$ cat src/tdct_params.svh
// Constants for the triple down-counter timer block
`ifndef TDCT_PARAMS_SVH
`define TDCT_PARAMS_SVH
`define TDCT_CLK_HZ 25000000
`define TDCT_SLOW_HI_HZ 508000
`define TDCT_SLOW_LO_HZ 2000
`define TDCT_FAST_HZ 7372800
`define TDCT_ACC_W 26
`define TDCT_CNT_MAX 16'hFFFF
`define TDCT_CNT_RST 16'h0000
// Word offsets per timer, byte address = base * 16 + offset
`define TDCT_OFF_LOAD 4'h0
`define TDCT_OFF_VALUE 4'h4
`define TDCT_OFF_CTRL 4'h8
`define TDCT_OFF_CLEAR 4'hC
`define TDCT_BASE_T1 2'h0
`define TDCT_BASE_T2 2'h1
`define TDCT_BASE_T3 2'h2
`define TDCT_BASE_SYS 2'h3
`define TDCT_OFF_SYSCTL 4'h0
`define TDCT_OFF_ISTAT 4'h4
`define TDCT_OFF_IMASK 4'h8
// Control register bits
`define TDCT_CTRL_EN 0
`define TDCT_CTRL_PER 1
// System control bits: per slow timer {mode, clock select}
`define TDCT_SYS_T1_CSEL 0
`define TDCT_SYS_T1_MODE 1
`define TDCT_SYS_T2_CSEL 2
`define TDCT_SYS_T2_MODE 3
`define TDCT_ADR_W 6
`endif

$ cat src/tdct_pkg.sv
// Types shared by the triple down-counter timer block
package tdct_pkg;
   typedef struct packed {
      logic enable;
      logic periodic;
   } tdct_cfg_t;
   typedef enum logic {TDCT_MODE_FREE, TDCT_MODE_PERIODIC} tdct_mode_t;
endpackage

$ cat src/tdct_tick_gen.sv
// Fractional tick generator producing one-cycle strobes at a chosen rate
`timescale 1ns/1ps
`include "tdct_params.svh"
module tdct_tick_gen #(
   parameter logic [`TDCT_ACC_W-1:0] RATE_HZ = `TDCT_ACC_W'(`TDCT_FAST_HZ)
) (
   input wire logic clk_i,
   input wire logic rst_i,
   output logic tick_o
);
   localparam logic [`TDCT_ACC_W-1:0] CLK_HZ = `TDCT_ACC_W'(`TDCT_CLK_HZ);
   logic [`TDCT_ACC_W-1:0] acc_ff;
   logic [`TDCT_ACC_W:0] sum;
   assign sum = {1'b0, acc_ff} + {1'b0, RATE_HZ};
   // Phase accumulator keeps average rate exact without a PLL
   always_ff @(posedge clk_i) begin
      if (rst_i) begin
         acc_ff <= '0;
         tick_o <= 1'b0;
      end else if (sum >= {1'b0, CLK_HZ}) begin
         acc_ff <= `TDCT_ACC_W'(sum - {1'b0, CLK_HZ});
         tick_o <= 1'b1;
      end else begin
         acc_ff <= sum[`TDCT_ACC_W-1:0];
         tick_o <= 1'b0;
      end
   end
endmodule

$ cat src/tdct_timers.sv
// Three 16-bit down-counting timers behind a classic Wishbone slave
// Function
// RULE1: Three timers, free-running or periodic each
// RULE2: Timers one, two count 508k or 2k
// RULE3: Slow clock, mode from system control bits
// RULE4: Per-timer control and readable 16-bit data
// RULE5: Data write loads counter immediately
// RULE6: Decrement on first tick after write
// RULE7: Underflow raises that timer's interrupt
// RULE8: Third timer fixed 7.3728 MHz clock
// RULE9: Third timer decrements next tick after update
// RULE10: Free-running underflow wraps to 0xFFFF
// RULE11: Periodic underflow reloads last written value
// RULE12: Load, value, control, clear per timer
// RULE13: Clear write drops interrupt, keeps count
// RULE14: Counts only when enabled, else holds
// RULE15: Value read has no side effect
`timescale 1ns/1ps
`include "tdct_params.svh"
module tdct_timers (
   input wire logic clk_i,
   input wire logic rst_i,
   input wire logic wb_cyc_i,
   input wire logic wb_stb_i,
   input wire logic wb_we_i,
   input wire logic [`TDCT_ADR_W-1:0] wb_adr_i,
   input wire logic [31:0] wb_dat_i,
   input wire logic [3:0] wb_sel_i,
   output logic [31:0] wb_dat_o,
   output logic wb_ack_o,
   output logic slow_timer_one_irq_o,
   output logic slow_timer_two_irq_o,
   output logic fast_timer_three_irq_o,
   output logic irq_o
);
   logic tick_hi, tick_lo, tick_fast;
   logic [2:0] tick;
   logic [15:0] load_ff [3];
   logic [15:0] cnt_ff [3];
   tdct_pkg::tdct_cfg_t cfg_ff [3];
   logic [3:0] sysctl_ff;
   logic [2:0] pend_ff;
   logic [2:0] istat_ff;
   logic [2:0] imask_ff;
   logic [2:0] uflow;
   logic [2:0] eff_per;
   logic [2:0] load_wr, clr_wr;
   logic req, wr_acc, rd_acc;
   logic [1:0] blk;
   logic [3:0] off;
   logic [31:0] nxt_dat;

   // Two tick generators shared by both slow timers
   tdct_tick_gen #(.RATE_HZ(`TDCT_ACC_W'(`TDCT_SLOW_HI_HZ))) u_hi (
      .clk_i(clk_i),
      .rst_i(rst_i),
      .tick_o(tick_hi)
   );
   tdct_tick_gen #(.RATE_HZ(`TDCT_ACC_W'(`TDCT_SLOW_LO_HZ))) u_lo (
      .clk_i(clk_i),
      .rst_i(rst_i),
      .tick_o(tick_lo)
   );
   tdct_tick_gen #(.RATE_HZ(`TDCT_ACC_W'(`TDCT_FAST_HZ))) u_fast ( // RULE8
      .clk_i(clk_i),
      .rst_i(rst_i),
      .tick_o(tick_fast)
   );

   // CSEL set picks the 2 kHz source
   assign tick[0] = sysctl_ff[`TDCT_SYS_T1_CSEL] ? tick_lo : tick_hi; // RULE2 RULE3
   assign tick[1] = sysctl_ff[`TDCT_SYS_T2_CSEL] ? tick_lo : tick_hi; // RULE2 RULE3
   assign tick[2] = tick_fast; // RULE8 RULE9

   // Slow timer modes live in system control; its own control bit is ignored
   assign eff_per[0] = sysctl_ff[`TDCT_SYS_T1_MODE]; // RULE3
   assign eff_per[1] = sysctl_ff[`TDCT_SYS_T2_MODE]; // RULE3
   assign eff_per[2] = cfg_ff[2].periodic; // RULE1

   function automatic logic is_off(input logic [3:0] o, input logic [3:0] want);
      is_off = (o == want);
   endfunction

   assign req = wb_cyc_i && wb_stb_i && !wb_ack_o;
   assign wr_acc = req && wb_we_i;
   assign rd_acc = req && !wb_we_i;
   assign blk = wb_adr_i[5:4];
   assign off = wb_adr_i[3:0];

   genvar g;
   generate
      for (g = 0; g < 3; g++) begin : g_tmr
         assign load_wr[g] = wr_acc && (blk == 2'(g)) && is_off(off, `TDCT_OFF_LOAD);
         assign clr_wr[g] = wr_acc && (blk == 2'(g)) && is_off(off, `TDCT_OFF_CLEAR);
         // Underflow: enabled, tick, count at zero, not overridden by a load
         assign uflow[g] = cfg_ff[g].enable && tick[g] && !load_wr[g] &&
                           (cnt_ff[g] == 16'h0000); // RULE7 RULE14

         always_ff @(posedge clk_i) begin
            if (rst_i) begin
               load_ff[g] <= `TDCT_CNT_RST;
            end else if (load_wr[g]) begin
               load_ff[g] <= wb_dat_i[15:0]; // RULE4 RULE11
            end
         end

         always_ff @(posedge clk_i) begin
            if (rst_i) begin
               cnt_ff[g] <= `TDCT_CNT_RST;
            end else if (load_wr[g]) begin
               cnt_ff[g] <= wb_dat_i[15:0]; // RULE5
            end else if (uflow[g]) begin
               cnt_ff[g] <= eff_per[g] ? load_ff[g] : `TDCT_CNT_MAX; // RULE10 RULE11
            end else if (cfg_ff[g].enable && tick[g]) begin
               cnt_ff[g] <= cnt_ff[g] - 16'h0001; // RULE6 RULE9 RULE14
            end
         end

         always_ff @(posedge clk_i) begin
            if (rst_i) begin
               cfg_ff[g] <= '0;
            end else if (wr_acc && (blk == 2'(g)) && is_off(off, `TDCT_OFF_CTRL)) begin
               cfg_ff[g].enable <= wb_dat_i[`TDCT_CTRL_EN]; // RULE4 RULE14
               cfg_ff[g].periodic <= wb_dat_i[`TDCT_CTRL_PER];
            end
         end

         // Set beats a clear landing in the same cycle
         always_ff @(posedge clk_i) begin
            if (rst_i) begin
               pend_ff[g] <= 1'b0;
            end else if (uflow[g]) begin
               pend_ff[g] <= 1'b1; // RULE7
            end else if (clr_wr[g]) begin
               pend_ff[g] <= 1'b0; // RULE13
            end
         end
      end
   endgenerate

   // Sticky summary status, cleared by reading it
   always_ff @(posedge clk_i) begin
      if (rst_i) begin
         istat_ff <= 3'h0;
      end else if (rd_acc && blk == `TDCT_BASE_SYS && is_off(off, `TDCT_OFF_ISTAT)) begin
         istat_ff <= uflow;
      end else begin
         istat_ff <= istat_ff | uflow;
      end
   end

   always_ff @(posedge clk_i) begin
      if (rst_i) begin
         sysctl_ff <= 4'h0;
         imask_ff <= 3'h0;
      end else if (wr_acc && blk == `TDCT_BASE_SYS) begin
         if (is_off(off, `TDCT_OFF_SYSCTL) && wb_sel_i[0]) begin
            sysctl_ff <= wb_dat_i[3:0]; // RULE3
         end
         if (is_off(off, `TDCT_OFF_IMASK) && wb_sel_i[0]) begin
            imask_ff <= wb_dat_i[2:0];
         end
      end
   end

   // Read mux; value reads never touch counter or pending state
   always_comb begin
      nxt_dat = 32'h0000_0000;
      if (blk == `TDCT_BASE_SYS) begin
         unique case (off)
            `TDCT_OFF_SYSCTL: nxt_dat = {28'h0, sysctl_ff};
            `TDCT_OFF_ISTAT: nxt_dat = {29'h0, istat_ff};
            `TDCT_OFF_IMASK: nxt_dat = {29'h0, imask_ff};
            default: nxt_dat = 32'h0000_0000;
         endcase
      end else begin
         unique case (off)
            `TDCT_OFF_LOAD: nxt_dat = {16'h0, load_ff[blk]}; // RULE4 RULE12
            `TDCT_OFF_VALUE: nxt_dat = {16'h0, cnt_ff[blk]}; // RULE15
            `TDCT_OFF_CTRL: nxt_dat = {30'h0, cfg_ff[blk].periodic, cfg_ff[blk].enable};
            default: nxt_dat = 32'h0000_0000;
         endcase
      end
   end

   // One wait-free cycle answer; every address acks, unmapped reads zero
   always_ff @(posedge clk_i) begin
      if (rst_i) begin
         wb_ack_o <= 1'b0;
         wb_dat_o <= 32'h0000_0000;
      end else begin
         wb_ack_o <= req;
         wb_dat_o <= rd_acc ? nxt_dat : 32'h0000_0000;
      end
   end

   // Per-timer lines follow pending; combined line one cycle after status
   always_ff @(posedge clk_i) begin
      if (rst_i) begin
         slow_timer_one_irq_o <= 1'b0;
         slow_timer_two_irq_o <= 1'b0;
         fast_timer_three_irq_o <= 1'b0;
         irq_o <= 1'b0;
      end else begin
         slow_timer_one_irq_o <= uflow[0] | (pend_ff[0] & !clr_wr[0]); // RULE7 RULE13
         slow_timer_two_irq_o <= uflow[1] | (pend_ff[1] & !clr_wr[1]);
         fast_timer_three_irq_o <= uflow[2] | (pend_ff[2] & !clr_wr[2]);
         irq_o <= |(istat_ff & imask_ff);
      end
   end

   // Load, wrap and reload
   chk_load_takes: assert property (@(posedge clk_i) disable iff (rst_i) // RULE5
      load_wr[0] |=> cnt_ff[0] == $past(wb_dat_i[15:0]))
      else $error("load not taken");

   chk_load_two: assert property (@(posedge clk_i) disable iff (rst_i) // RULE5
      load_wr[1] |=> cnt_ff[1] == $past(wb_dat_i[15:0]))
      else $error("load two not taken");

   chk_load_three: assert property (@(posedge clk_i) disable iff (rst_i) // RULE5
      load_wr[2] |=> cnt_ff[2] == $past(wb_dat_i[15:0]))
      else $error("load three not taken");

   chk_load_beats_tick: assert property (@(posedge clk_i) disable iff (rst_i) // RULE5
      load_wr[2] && tick[2] |=> cnt_ff[2] == $past(wb_dat_i[15:0]))
      else $error("tick beat load");

   chk_load_kept: assert property (@(posedge clk_i) disable iff (rst_i) // RULE4
      load_wr[0] |=> load_ff[0] == $past(wb_dat_i[15:0]))
      else $error("load value not kept");

   chk_free_wrap: assert property (@(posedge clk_i) disable iff (rst_i) // RULE10
      uflow[2] && !eff_per[2] |=> cnt_ff[2] == `TDCT_CNT_MAX)
      else $error("free wrap wrong");

   chk_free_wrap_one: assert property (@(posedge clk_i) disable iff (rst_i) // RULE10
      uflow[0] && !eff_per[0] |=> cnt_ff[0] == `TDCT_CNT_MAX)
      else $error("free wrap one wrong");

   chk_free_wrap_two: assert property (@(posedge clk_i) disable iff (rst_i) // RULE10
      uflow[1] && !eff_per[1] |=> cnt_ff[1] == `TDCT_CNT_MAX)
      else $error("free wrap two wrong");

   chk_per_reload: assert property (@(posedge clk_i) disable iff (rst_i) // RULE11
      uflow[1] && eff_per[1] |=> cnt_ff[1] == $past(load_ff[1]))
      else $error("periodic reload wrong");

   chk_per_reload_one: assert property (@(posedge clk_i) disable iff (rst_i) // RULE11
      uflow[0] && eff_per[0] |=> cnt_ff[0] == $past(load_ff[0]))
      else $error("periodic reload one wrong");

   chk_per_reload_fast: assert property (@(posedge clk_i) disable iff (rst_i) // RULE11
      uflow[2] && eff_per[2] |=> cnt_ff[2] == $past(load_ff[2]))
      else $error("periodic reload three wrong");

   // Interrupt set and clear
   chk_irq_raise: assert property (@(posedge clk_i) disable iff (rst_i) // RULE7
      uflow[0] |=> slow_timer_one_irq_o && pend_ff[0])
      else $error("irq not raised");

   chk_irq_two: assert property (@(posedge clk_i) disable iff (rst_i) // RULE7
      uflow[1] |=> slow_timer_two_irq_o && pend_ff[1])
      else $error("irq two not raised");

   chk_irq_three: assert property (@(posedge clk_i) disable iff (rst_i) // RULE7
      uflow[2] |=> fast_timer_three_irq_o && pend_ff[2])
      else $error("irq three not raised");

   chk_set_wins: assert property (@(posedge clk_i) disable iff (rst_i) // RULE7
      uflow[0] && clr_wr[0] |=> pend_ff[0])
      else $error("clear beat set");

   chk_status_sticky: assert property (@(posedge clk_i) disable iff (rst_i) // RULE7
      uflow[0] |=> istat_ff[0])
      else $error("status one not set");

   chk_status_fast: assert property (@(posedge clk_i) disable iff (rst_i) // RULE7
      uflow[2] |=> istat_ff[2])
      else $error("status three not set");

   chk_irq_summary: assert property (@(posedge clk_i) disable iff (rst_i) // RULE7
      1'b1 |=> irq_o == $past(|(istat_ff & imask_ff)))
      else $error("combined irq wrong");

   chk_clear_drop: assert property (@(posedge clk_i) disable iff (rst_i) // RULE13
      clr_wr[2] && !uflow[2] && !tick[2] |=> !fast_timer_three_irq_o && $stable(cnt_ff[2]))
      else $error("clear misbehaved");

   chk_clear_one: assert property (@(posedge clk_i) disable iff (rst_i) // RULE13
      clr_wr[0] && !uflow[0] |=> !slow_timer_one_irq_o && !pend_ff[0])
      else $error("clear one misbehaved");

   chk_clear_two: assert property (@(posedge clk_i) disable iff (rst_i) // RULE13
      clr_wr[1] && !uflow[1] |=> !slow_timer_two_irq_o && !pend_ff[1])
      else $error("clear two misbehaved");

   // Enable and tick pacing
   chk_hold_off: assert property (@(posedge clk_i) disable iff (rst_i) // RULE14
      !cfg_ff[0].enable && !load_wr[0] |=> $stable(cnt_ff[0]) && !$past(uflow[0]))
      else $error("disabled timer moved");

   chk_hold_two: assert property (@(posedge clk_i) disable iff (rst_i) // RULE14
      !cfg_ff[1].enable && !load_wr[1] |=> $stable(cnt_ff[1]) && !$past(uflow[1]))
      else $error("disabled timer two moved");

   chk_hold_fast: assert property (@(posedge clk_i) disable iff (rst_i) // RULE14
      !cfg_ff[2].enable && !load_wr[2] |=> $stable(cnt_ff[2]) && !$past(uflow[2]))
      else $error("disabled timer three moved");

   chk_dec_tick: assert property (@(posedge clk_i) disable iff (rst_i) // RULE6
      cfg_ff[2].enable && tick[2] && !load_wr[2] && cnt_ff[2] != 16'h0000
      |=> cnt_ff[2] == $past(cnt_ff[2]) - 16'h0001)
      else $error("decrement wrong");

   chk_dec_one: assert property (@(posedge clk_i) disable iff (rst_i) // RULE6
      cfg_ff[0].enable && tick[0] && !load_wr[0] && cnt_ff[0] != 16'h0000
      |=> cnt_ff[0] == $past(cnt_ff[0]) - 16'h0001)
      else $error("decrement one wrong");

   chk_dec_two: assert property (@(posedge clk_i) disable iff (rst_i) // RULE6
      cfg_ff[1].enable && tick[1] && !load_wr[1] && cnt_ff[1] != 16'h0000
      |=> cnt_ff[1] == $past(cnt_ff[1]) - 16'h0001)
      else $error("decrement two wrong");

   chk_fast_rate: assert property (@(posedge clk_i) disable iff (rst_i) // RULE8
      tick_fast |=> !tick_fast ##[1:3] tick_fast)
      else $error("fast tick rate wrong");

   chk_hi_rate: assert property (@(posedge clk_i) disable iff (rst_i) // RULE2
      tick_hi |=> !tick_hi [*8])
      else $error("508k tick too fast");

   chk_lo_rate: assert property (@(posedge clk_i) disable iff (rst_i) // RULE2
      tick_lo |=> !tick_lo [*8])
      else $error("2k tick too fast");

   // Bus side
   chk_read_quiet: assert property (@(posedge clk_i) disable iff (rst_i) // RULE15
      rd_acc && off == `TDCT_OFF_VALUE && blk == 2'h1 && !cfg_ff[1].enable
      |=> $stable(cnt_ff[1]) ##1 wb_ack_o == 1'b0)
      else $error("value read disturbed");

   chk_ack_req: assert property (@(posedge clk_i) disable iff (rst_i) // RULE12
      req |=> wb_ack_o)
      else $error("request not acked");

   chk_ack_pulse: assert property (@(posedge clk_i) disable iff (rst_i) // RULE12
      wb_ack_o |=> !wb_ack_o)
      else $error("ack longer than one cycle");

   chk_dat_idle: assert property (@(posedge clk_i) disable iff (rst_i) // RULE15
      !wb_ack_o |-> wb_dat_o == 32'h0000_0000)
      else $error("read data outside ack");
endmodule

$ cat config.mk
export PLATFORM = sky130hd
export DESIGN_NAME = tdct_timers
export DESIGN_NICKNAME = d
export VERILOG_FILES = /design/src/tdct_pkg.sv /design/src/tdct_tick_gen.sv /design/src/tdct_timers.sv
export VERILOG_INCLUDE_DIRS = /design/src
export SDC_FILE = /design/constraint.sdc
export NUM_CORES = 1
export LEC_CHECK = 0
export ABC_CLOCK_PERIOD_IN_PS = 8250
export BUFFER_PORTS_ARGS = -buffer_cell sky130_fd_sc_hd__buf_2
export CAP_MARGIN = 20
export CORE_MARGIN = 2
export CORE_UTILIZATION = 30
export CTS_CLUSTER_SIZE = 20
export DETAILED_ROUTE_END_ITERATION = 8
export MAX_ROUTING_LAYER = met4
export SYNTH_ARGS = -nofsm -noshare
export SYNTH_HDL_FRONTEND = slang
export SYNTH_SLANG_ARGS = --single-unit
$ cat constraint.sdc
create_clock -name clk_i -period 8.25 [get_ports clk_i]
set_clock_uncertainty 0.15 [all_clocks]
set_input_delay 0.825 -clock clk_i [delete_from_list [all_inputs] [get_ports clk_i]]
set_output_delay 0.825 -clock clk_i [all_outputs]
set_load 0.01 [all_outputs]
=== Yosys cells after proc, flatten, opt, wreduce, memory -nomap -nowiden ===
Memories as Yosys holds them, arrays and structs flattened.
Cells that the tools add are included.

* Flip-flop bits (word level): 131
* Memory bits (writable): 102
* Input bits: 47
* Output and inout bits: 37
* Word-level logic and storage cells: 202
* Memories: 3

* Add/subtract/negate cells: 9
* Order comparisons: 3
* Eq/ne operators: 6
* Multiplexer cells: 86
* Bitwise gates (word level): 27
* Reduce and logical (&&, ||, !) cells: 50

{| class="wikitable"
|+ Memory list
! name !! words !! width !! rd ports !! clocked after Yosys merged registers in !! wr ports !! RTL line !! RTL
|-
| cnt_ff || 3 || 16 || 4 || 0 || 3 || tdct_timers.sv:39 || <nowiki>logic [15:0] cnt_ff [3];</nowiki>
|-
| load_ff || 3 || 16 || 4 || 0 || 3 || tdct_timers.sv:38 || <nowiki>logic [15:0] load_ff [3];</nowiki>
|-
| cfg_ff || 3 || 2 || 4 || 0 || 3 || tdct_timers.sv:40 || <nowiki>tdct_pkg::tdct_cfg_t cfg_ff [3];</nowiki>
|}

{| class="wikitable"
|+ Operators by type and width
! cell !! count
|-
| 16-bit 2-to-1 mux || 15
|-
| 27-bit by 25-bit >= comparator with 1-bit output (second input constant) || 3
|-
| 26-bit 2-to-1 mux || 3
|-
| 26-bit by 25-bit subtractor with 26-bit output (second input constant) || 3
|-
| 1-bit 2-to-1 mux || 64
|-
| 16-bit logical NOT || 3
|-
| 16-bit one-hot mux with 3 select lines || 1
|-
| 16-bit by 1-bit subtractor with 16-bit output (second input constant) || 3
|-
| 32-bit 2-to-1 mux || 1
|-
| 1-bit logical AND || 30
|-
| 26-bit by 11-bit adder with 27-bit output (second input constant) || 1
|-
| 26-bit by 19-bit adder with 27-bit output (second input constant) || 1
|-
| 26-bit by 23-bit adder with 27-bit output (second input constant) || 1
|-
| 1-bit bitwise OR || 21
|-
| 4-bit one-hot mux with 3 select lines || 1
|-
| 4-bit equality test (second input constant) || 2
|-
| 1-bit logical NOT || 8
|-
| 2-bit nonzero test || 3
|-
| 2-bit equality test (second input constant) || 2
|-
| 4-bit by 3-bit equality test with 1-bit output (second input constant) || 1
|-
| 4-bit logical NOT || 1
|-
| 2-bit AND reduction || 2
|-
| 1-bit bitwise AND || 3
|-
| 3-bit bitwise AND || 1
|-
| other kinds (7) || 7
|}

=== Depth between registers and ports, before layout ===
Gate-level depths: netlist (run 1).

* Depth in word-level cells: 14
* Mapped depth: 14
* Mapped depth without buffers: 12

=== Cells and area by module ===
A second synthesis (run 1) with hierarchy kept.

* Cells, all modules: 1448
* Area, all modules: 13246.5 µm²

{| class="wikitable"
|+ By module, submodules not included
! module !! instances !! cells an instance !! area each (µm²) !! seq. area each (µm²)
|-
| tdct_timers || 1 || 758 || 7597.3 || 3743.6
|-
| tdct_tick_gen at u_hi || 1 || 241 || 1944.4 || 440.4
|-
| tdct_tick_gen at u_lo || 1 || 232 || 1893.1 || 460.4
|-
| tdct_tick_gen at u_fast || 1 || 217 || 1811.7 || 420.4
|}

=== Least setup slack after synthesis (run 1) ===
No wires, ideal clock.

* Path type: input-to-reg
* Start point: input port wb_adr_i[4]
* End point: memory cnt_ff[0][0], enable pin
* Setup time: 375 ps
* Arrival: 2952 ps
* Data required time: 7725 ps
* Slack: 4774 ps
* Stages: 5
* Buffers on the path: 2
* Cell sequence: clkbuf_1 or3_1 clkbuf_1 o21bai_1 nand2b_1

{| class="wikitable"
|+ RTL lines
! element !! RTL line !! RTL
|-
| start: declaration || tdct_timers.sv:26 || <nowiki>input wire logic [`TDCT_ADR_W-1:0] wb_adr_i,</nowiki>
|-
| end: declaration || tdct_timers.sv:39 ||
|}

=== Worst setup path in the final report (run 1) ===
* Start point: register u_lo.acc_ff[4]
* End point: register u_lo.acc_ff[10]

* Longest elaborated chain between the ends: 3
* Elaborated cells between the ends (all ways): 4
* Those cells by class: add/sub: 2; order compare: 1; mux: 1

{| class="wikitable"
|+ RTL lines
! element !! RTL line !! RTL
|-
| start: declaration || tdct_tick_gen.sv:12 || <nowiki>logic [`TDCT_ACC_W-1:0] acc_ff;</nowiki>
|-
| start signal: assignment || tdct_tick_gen.sv:21 || <nowiki>acc_ff <= `TDCT_ACC_W'(sum - {1'b0, CLK_HZ});</nowiki>
|-
| start signal: assignment || tdct_tick_gen.sv:24 || <nowiki>acc_ff <= sum[`TDCT_ACC_W-1:0];</nowiki>
|-
| 26-bit by 11-bit adder with 27-bit output * || tdct_tick_gen.sv:14 || <nowiki>assign sum = {1'b0, acc_ff} + {1'b0, RATE_HZ};</nowiki>
|-
| 26-bit by 25-bit subtractor with 26-bit output or 27-bit by 25-bit >= comparator with 1-bit output (tied branches) || tdct_tick_gen.sv:21, tdct_tick_gen.sv:20 ||
|-
| 26-bit 2-to-1 mux * || tdct_tick_gen.sv:20 || <nowiki>end else if (sum >= {1'b0, CLK_HZ}) begin</nowiki>
|}

Mark *: on every way between the ends. The rest lies on a longest branch, timed or not.
A chain may end at the register's enable or synchronous reset.

==> results of run 1 <==
## state kept, by name, indices dropped and copies added (netlist names), 3 cells and up
register and flops:
u_hi.acc_ff 21, u_fast.acc_ff 20, pend_ff 3, u_lo.acc_ff 22, cfg_ff 6, cnt_ff 48, istat_ff 3, load_ff 48
wb_dat_o 16, imask_ff 3, sysctl_ff 4
## cell usage after synthesis, types with 16 or more instances
library cell  instances  area share, %
a211oi_1             16           0.99
a21oi_1              55            2.3
a22oi_1              43            2.7
and2_1               28            1.4
buf_4                18            1.1
clkbuf_1             64            2.0
dfxtp_1             100             16
edfxtp_1            102             25
inv_1                59            1.8
mux2i_1              44            3.6
nand2_1             147            4.5
nand3_1              27            1.1
nor2_1              127            3.9
nor2b_1              17           0.88
nor3_1               50            2.1
o21ai_0              84            3.5
or3_1                21            1.1
xnor2_1              78            5.6
xor2_1               40            2.9
## power groups by stage
| stage | Combinational [mW] | Sequential (mW) | Clock, mW |
|---|---|---|---|
| 2_1_floorplan | 0.616 | 1.22 | 0 |
| 3_3_place_gp | 0.696 | 1.28 | 0 |
| 3_5_place_dp | 0.704 | 1.29 | 0 |
| 4_1_cts | 0.709 | 1.27 | 1.14 |
| 5_1_grt | 0.801 | 1.28 | 1.17 |
| 6_report | 0.710 | 1.27 | 1.11 |
## layer usage
metal,up-vias,GRT usage (%),routed length (microns)
met1,4959,20.8,14900
met2,289,24.7,14800
met5,-,-,0
li1,4936,-,-
met3,62,2.08,1800
met4,0,4.98,888
## worst max path at each step
stage,start,to,slack (ps),depth (start not counted)
final,u_lo.acc_ff[4],u_lo.acc_ff[10],3650,10
after global placement,u_lo.acc_ff[4],u_lo.acc_ff[10],3750,10
after CTS,u_lo.acc_ff[4],u_lo.acc_ff[10],3720,10
after floorplan,wb_adr_i[4],cnt_ff[0][0],4770,5
after global routing,u_lo.acc_ff[4],u_lo.acc_ff[10],3410,10
after detailed placement,u_lo.acc_ff[4],u_lo.acc_ff[10],3740,10
## final cells by class
| type | count | area share (%) |
|---|---|---|
| repair buffers | 61 | 2.64 |
| diodes | 2 | 0.0368 |
| flip-flops and latches | 202 | 37.2 |
| inverters | 59 | 1.63 |
| clock buffers | 33 | 4.98 |
| clock inverters | 12 | 1.01 |
| multi-input cells | 1035 | 47.7 |
| well taps | 525 | 4.83 |
## worst min-delay path: stages, from the launching register on
cell	delay (ps)
dfxtp_1	330
nand2_1	60
nand2_1	40
## cell families after synthesis
logic type / after synthesis / synth area share [%]
and+or+nand+nor: 527 / 21.7
DFF: 202 / 41.7
buffers and inverters: 159 / 5.58
xor gates and xnor gates: 118 / 8.52
muxes: 48 / 4.09
other: 1 / 0.0309
adders and majority gates: 14 / 1.44
AOI/OAI and AO/OA: 312 / 16.9
## stage by stage
step	instances	instance area, sq um
final	1929	13600
after global placement	1877	12700
after floorplan	1396	12200
after CTS	1924	13600
after global routing	1929	13600
after detailed placement	1879	12800
==> results.json, run 1 <==
{
  "ioPinCount": 84,
  "timing.rr.start": "u_lo.acc_ff[4]",
  "whs_ps": 329,
  "power_mw": 3.09,
  "track_usage_pct": 15.6,
  "grt_setup_unrepaired": "no",
  "fp.coreArea_sq_mm": 0.0398,
  "power.leakage_nw": 5.23,
  "synth_area_sq_mm": 0.0121,
  "reg2reg_depth": 10,
  "max_stage_delay_ps": 680,
  "nets": 1445,
  "hold_buffers": 0,
  "worst-path-buf-inv": 0,
  "dp.final_hpwl_microns": 22600,
  "power_frac_comb_pct": 23.0,
  "hold_viol": 0,
  "cts_root_buffer": "clkbuf_16",
  "wl_microns": 32400,
  "min_path_cells": 2,
  "ff2ff_setup_slack_ps": 3650,
  "tightest_slew_ps": 1120,
  "n_fill_cell": 4140,
  "ys_warn_count": 0,
  "grt_pass1_vias": 9645,
  "routed-via-count": 10246,
  "clock.fmax_ghz": 0.218,
  "p_per_area_mw_per_mm2": 227,
  "synthCells": 1381,
  "arrival_ps": 4900,
  "ctsResizeCount": 0,
  "synth_seq_cells": 202,
  "die-area_sq_mm": 0.0421,
  "sequentialPowerShare_pct": 41.0,
  "period_share_pct": 55.7,
  "hold_end": "istat_ff[0]",
  "grt_max_degree": 80,
  "rows": 73,
  "drv_cap": 0,
  "min_from": "istat_ff[0]",
  "final_util_pct": 34.2,
  "drv_slew": 0,
  "clockPowerShare_pct": 36.1,
  "slew_headroom_pct": 24.3,
  "register_area_sq_mm": 0.00506,
  "cts_setup_buffers": 0,
  "drt_iter0_markers": 814,
  "switching_power_mw": 0.991,
  "internal_power_mw": 2.10,
  "layout_commonest_cell": "nand2_1",
  "clk_pin_slew_ps": 60,
  "cts_buffers": 25,
  "outcome": "completed",
  "hold_path_class": "flip-flop to flip-flop",
  "routabilityCongestion": 0.860,
  "grt_pass1_wl_microns": 51300,
  "ant_nets": 0,
  "post_synth.cell_area_avg_sq_um": 8.79,
  "worst-setup-path-type": "flip-flop to flip-flop",
  "crit_family": "simple AND/OR/NAND/NOR gates",
  "cp-end-kind": "flip-flop",
  "worst_slack_ps": 3650,
  "worstSetupStartpointType": "flip-flop",
  "vias_per_cell": 5.31,
  "fp.dieH_microns": 205,
  "setup_violations": 0,
  "drcViolationCount": 0,
  "die_x_microns": 205,
  "yosysSeqAreaShare_pct": 41.7,
  "fin_tns_setup_ps": 0,
  "drive_gt1_share_pct": 9.27,
  "syn_to_final_growth_pct": 12.1,
  "synth-async-reset-ratio_pct": 0,
  "start_util_pct": 30.5,
  "clk_latency_ps": 530,
  "path_cells": "ha_1 > nor2_1 > and2_1 > or4_1 > a222oi_1 > a21oi_1 > nor3_2 > nor2_2 > or4_1 > a21oi_1",
  "pre_cts_ws_ps": 3740,
  "slowest_stage": "nor3_2",
  "firstDrtPassIters": 5,
  "p_sw_share_pct": 32.1,
  "antenna_found_initial": 3,
  "wl_per_cell_microns": 16.8,
  "ys_types": 78,
  "layout_common_cells": "nand2_1, nor2_1, edfxtp_1",
  "numPortBuffers": 48,
  "synth_edf_count": 102,
  "layout_min_cycle_time_ps": 4600,
  "vdd_drop_max_mv": 0.153,
  "clockBufferDepth": 3,
  "multi_input_area_sq_mm": 0.00648,
  "cp_max_fo": 14,
  "grt_remaining_overflow": 0,
  "cts_tree": "yes",
  "r2r_end": "u_lo.acc_ff[10]",
  "clock-sinks": 202,
  "required_ps": 8550,
  "h-tree-depth": 1,
  "ys.flop_type": "edfxtp_1"
}
Note: power is estimated with default switching activity, not from simulation.
==> run 2, diff against run 1 <==
--- a/config.mk
+++ b/config.mk
@@ -6,7 +6,8 @@
 export SDC_FILE = /design/constraint.sdc
 export NUM_CORES = 1
 export LEC_CHECK = 0
-export ABC_CLOCK_PERIOD_IN_PS = 8250
+export ABC_AREA = 1
+export ABC_CLOCK_PERIOD_IN_PS = 4100
 export BUFFER_PORTS_ARGS = -buffer_cell sky130_fd_sc_hd__buf_2
 export CAP_MARGIN = 20
 export CORE_MARGIN = 2
==> constraint.sdc (replaced) <==
create_clock -name clk_i -period 4.1 [get_ports clk_i]
set_clock_uncertainty 0.15 [all_clocks]
set_input_delay 0.41 -clock clk_i [delete_from_list [all_inputs] [get_ports clk_i]]
set_output_delay 0.41 -clock clk_i [all_outputs]
set_load 0.01 [all_outputs]
==> run 2 against run 1 <==
Largest power group unchanged; largest cell class unchanged; critical path depth up 2; first-iteration DRC count down 2.3%; highest routed layer unchanged; die area up 3.8%; routed wire length up 11%.
==> results.json, run 2 <==
{
  "start_util_pct": 30.3,
  "min_from": "rst_i",
  "synth-async-reset-ratio_pct": 0,
  "yosysSeqAreaShare_pct": 40.2,
  "wl_per_cell_microns": 15.1,
  "ys_warn_count": 0,
  "cts_tree": "yes",
  "grt_max_degree": 65,
  "synthCells": 1780,
  "layout_commonest_cell": "nand2_1",
  "netlist.top_cell.by_area": "edfxtp_1",
  "cts_buffers": 25,
  "placed_cell_area_sq_mm": 0.0133,
  "cp_max_fo": 9,
  "h-tree-depth": 1,
  "post_synth.cell_area_avg_sq_um": 7.08,
  "yosys.area_share.simple_pct": 33.6,
  "synth_mux_area_share_pct": 0,
  "fp.dieH_microns": 209,
  "p_sw_share_pct": 32.4,
  "synth_top_family_by_area": "simple AND/OR/NAND/NOR gates",
  "hold_viol": 0,
  "synth_common_cells": "nand2_1, nor2_1, inv_1, nand3_1, edfxtp_1",
  "fp.coreArea_sq_mm": 0.0417,
  "period_share_pct": 78.0,
  "placed_cells": 2332,
  "synthMostInstantiatedCell": "nand2_1",
  "endpoint": "cnt_ff[1][9]",
  "ys.flop_type": "edfxtp_1",
  "post_layout_nonfiller_instances": 2384,
  "grt_remaining_overflow": 0,
  "clock.fmax_ghz": 0.313,
  "numPortBuffers": 48,
  "clockBufferDepth": 3,
  "die_x_microns": 209,
  "n_fill_cell": 4530,
  "cp-end-kind": "flip-flop",
  "track_usage_pct": 16.7,
  "vdd_drop_max_mv": 0.285,
  "synth_seq_cells": 202,
  "routabilityCongestion": 0.893,
  "yosysTopAreaCellShare_pct": 24.3,
  "grt_setup_unrepaired": "no",
  "drcViolationCount": 0,
  "worst-setup-path-type": "flip-flop to flip-flop",
  "ioPinCount": 84,
  "rows": 75,
  "cts_root_buffer": "clkbuf_16",
  "setup_violations": 0,
  "antenna_found_initial": 1,
  "arrival_ps": 3320,
  "p_per_area_mw_per_mm2": 407,
  "grt_pass1_wl_microns": 56900,
  "final_area_sq_mm": 0.0142,
  "syn_to_final_growth_pct": 12.5,
  "layout_min_cycle_time_ps": 3200,
  "grt_pass1_vias": 10918,
  "startpoint": "cnt_ff[1][0]",
  "synth_edf_count": 102,
  "switching_power_mw": 1.87,
  "clockPowerShare_pct": 38.2,
  "ctsResizeCount": 0,
  "synthAdderAreaFrac_pct": 1.39,
  "synth_area_sq_mm": 0.0126,
  "ys_types": 48,
  "hold_path_class": "input pin to flip-flop",
  "fin_tns_setup_ps": 0,
  "worstSetupStartpointType": "flip-flop",
  "reg2reg_depth": 12,
  "required_ps": 4220,
  "vias_per_cell": 4.91,
  "clk_latency_ps": 570,
  "top_regs": "cnt_ff: 48 flops, load_ff: 48 flops, u_lo.acc_ff: 22 flops",
  "wl_microns": 36000,
  "outcome": "completed",
  "clk_pin_slew_ps": 60,
  "r2r_end": "cnt_ff[1][9]",
  "ff2ff_setup_slack_ps": 900,
  "nets": 1886,
  "routed-via-count": 11709,
  "drt_iter0_markers": 795,
  "dp.final_hpwl_microns": 26400,
  "slew_headroom_pct": 40.1,
  "clock-sinks": 202,
  "drive_gt1_share_pct": 8.89,
  "internal_power_mw": 3.90,
  "timing.rr.start": "cnt_ff[1][0]",
  "layout_common_cells": "nand2_1, nor2_1, inv_1",
  "power.leakage_nw": 6.16,
  "drv_cap": 0,
  "power_frac_comb_pct": 20.3,
  "die-area_sq_mm": 0.0437,
  "synth_compound_area_share_pct": 11.0,
  "firstDrtPassIters": 6,
  "drv_slew": 0,
  "tightest_slew_ps": 896,
  "synth_area_leaders": "edfxtp_1, dfxtp_1, nand2_1, nor2_1, inv_1",
  "ant_nets": 0,
  "sequentialPowerShare_pct": 41.5,
  "synth_xor_area_share_pct": 3.58
}
==> run 2: changes by cell type in the layout (fill, tap and decap cells not counted), sizes merged, moves of 35 or more <==
cell    change
inv       +187
xnor2      -72
nand2     +307
nand3     +129
mux2i      -44
a21oi      +35
nor2      +161
a22oi      -43
o221ai     +51
==> run 2: timing repair <==
item,in CTS,in global routing
buffers inserted,0,0
hold buffers,5,0
endpoints found under the hold margin,6,0
==> run 2: how the worst min path moves through the flow <==
| stage | end | slack, ps | cells after the start |
|---|---|---|---|
| finish | u_lo.acc_ff[24] | 50 | 4 |
| global route | u_lo.acc_ff[18] | 80 | 4 |
| CTS | u_lo.acc_ff[24] | 40 | 4 |
| detailed placement | u_hi.acc_ff[5] | 310 | 1 |
| global placement | u_lo.acc_ff[4] | 280 | 1 |
| floorplan | u_lo.acc_ff[4] | 270 | 1 |
==> run 2: cell families after synthesis <==
family	count (synthesis)
simple gates	976
buf+inv	311
compound gates	227
flops	202
xor+xnor	49
fa+ha+maj	14
other cells	1
==> run 2: per-stage QoR <==
| stage | total power, mW | utilization [%] | setup slack [ps] | hold slack [ps] |
|---|---|---|---|---|
| after CTS | 5.82 | 34.0 | 907 | 39.3 |
| after global placement | 3.56 | 32.0 | 668 | 278 |
| after global routing | 6.09 | 34.0 | 602 | 81.3 |
| after detailed placement | 3.59 | 32.0 | 630 | 308 |
| after floorplan | 3.32 | - | 1600 | 267 |
| final | 5.77 | 34.0 | 902 | 53.6 |
==> run 2: per-layer routing <==
| metal | vias up | track usage [%] | routed length [microns] | part of all wire, % |
|---|---|---|---|---|
| li1 | 5884 | - | - | - |
| met1 | 5433 | 22.1 | 16600 | 46 |
| met5 | - | - | 0 | 0 |
| met4 | 0 | 4.53 | 969 | 2.7 |
| met3 | 65 | 2.51 | 2130 | 5.9 |
| met2 | 327 | 26.6 | 16300 | 45 |
==> run 2: power groups by stage <==
stage	sequential [mW]	clock, mW	combinational, mW
floorplan	2.40	0	0.920
global placement	2.43	0	1.13
detailed placement	2.44	0	1.16
CTS	2.39	2.26	1.17
global route	2.41	2.32	1.35
finish	2.40	2.21	1.17
==> run 2: critical path: stages, from the launching register on <==
cell      delay, ps
edfxtp_1        380
inv_1           130
ha_1            210
nand2_1          70
nor2_1          240
nand4_1         240
nor2_1          250
nand3_1         180
nor2_1          370
nor3_2           60
buf_4           190
inv_1           290
o221ai_1        160
==> run 2: final cells by class <==
cell class,instances,area [sq um],share of cell area (%)
Multi-Input combinational cell,1282,6310,44.5
Sequential cell,202,5060,35.7
Inverter,249,936,6.60
Clock buffer,36,708,5.00
Tap cell,539,674,4.76
Timing Repair Buffer,65,380,2.68
Clock inverter,10,96.3,0.680
Antenna cell,1,2.50,0.0177
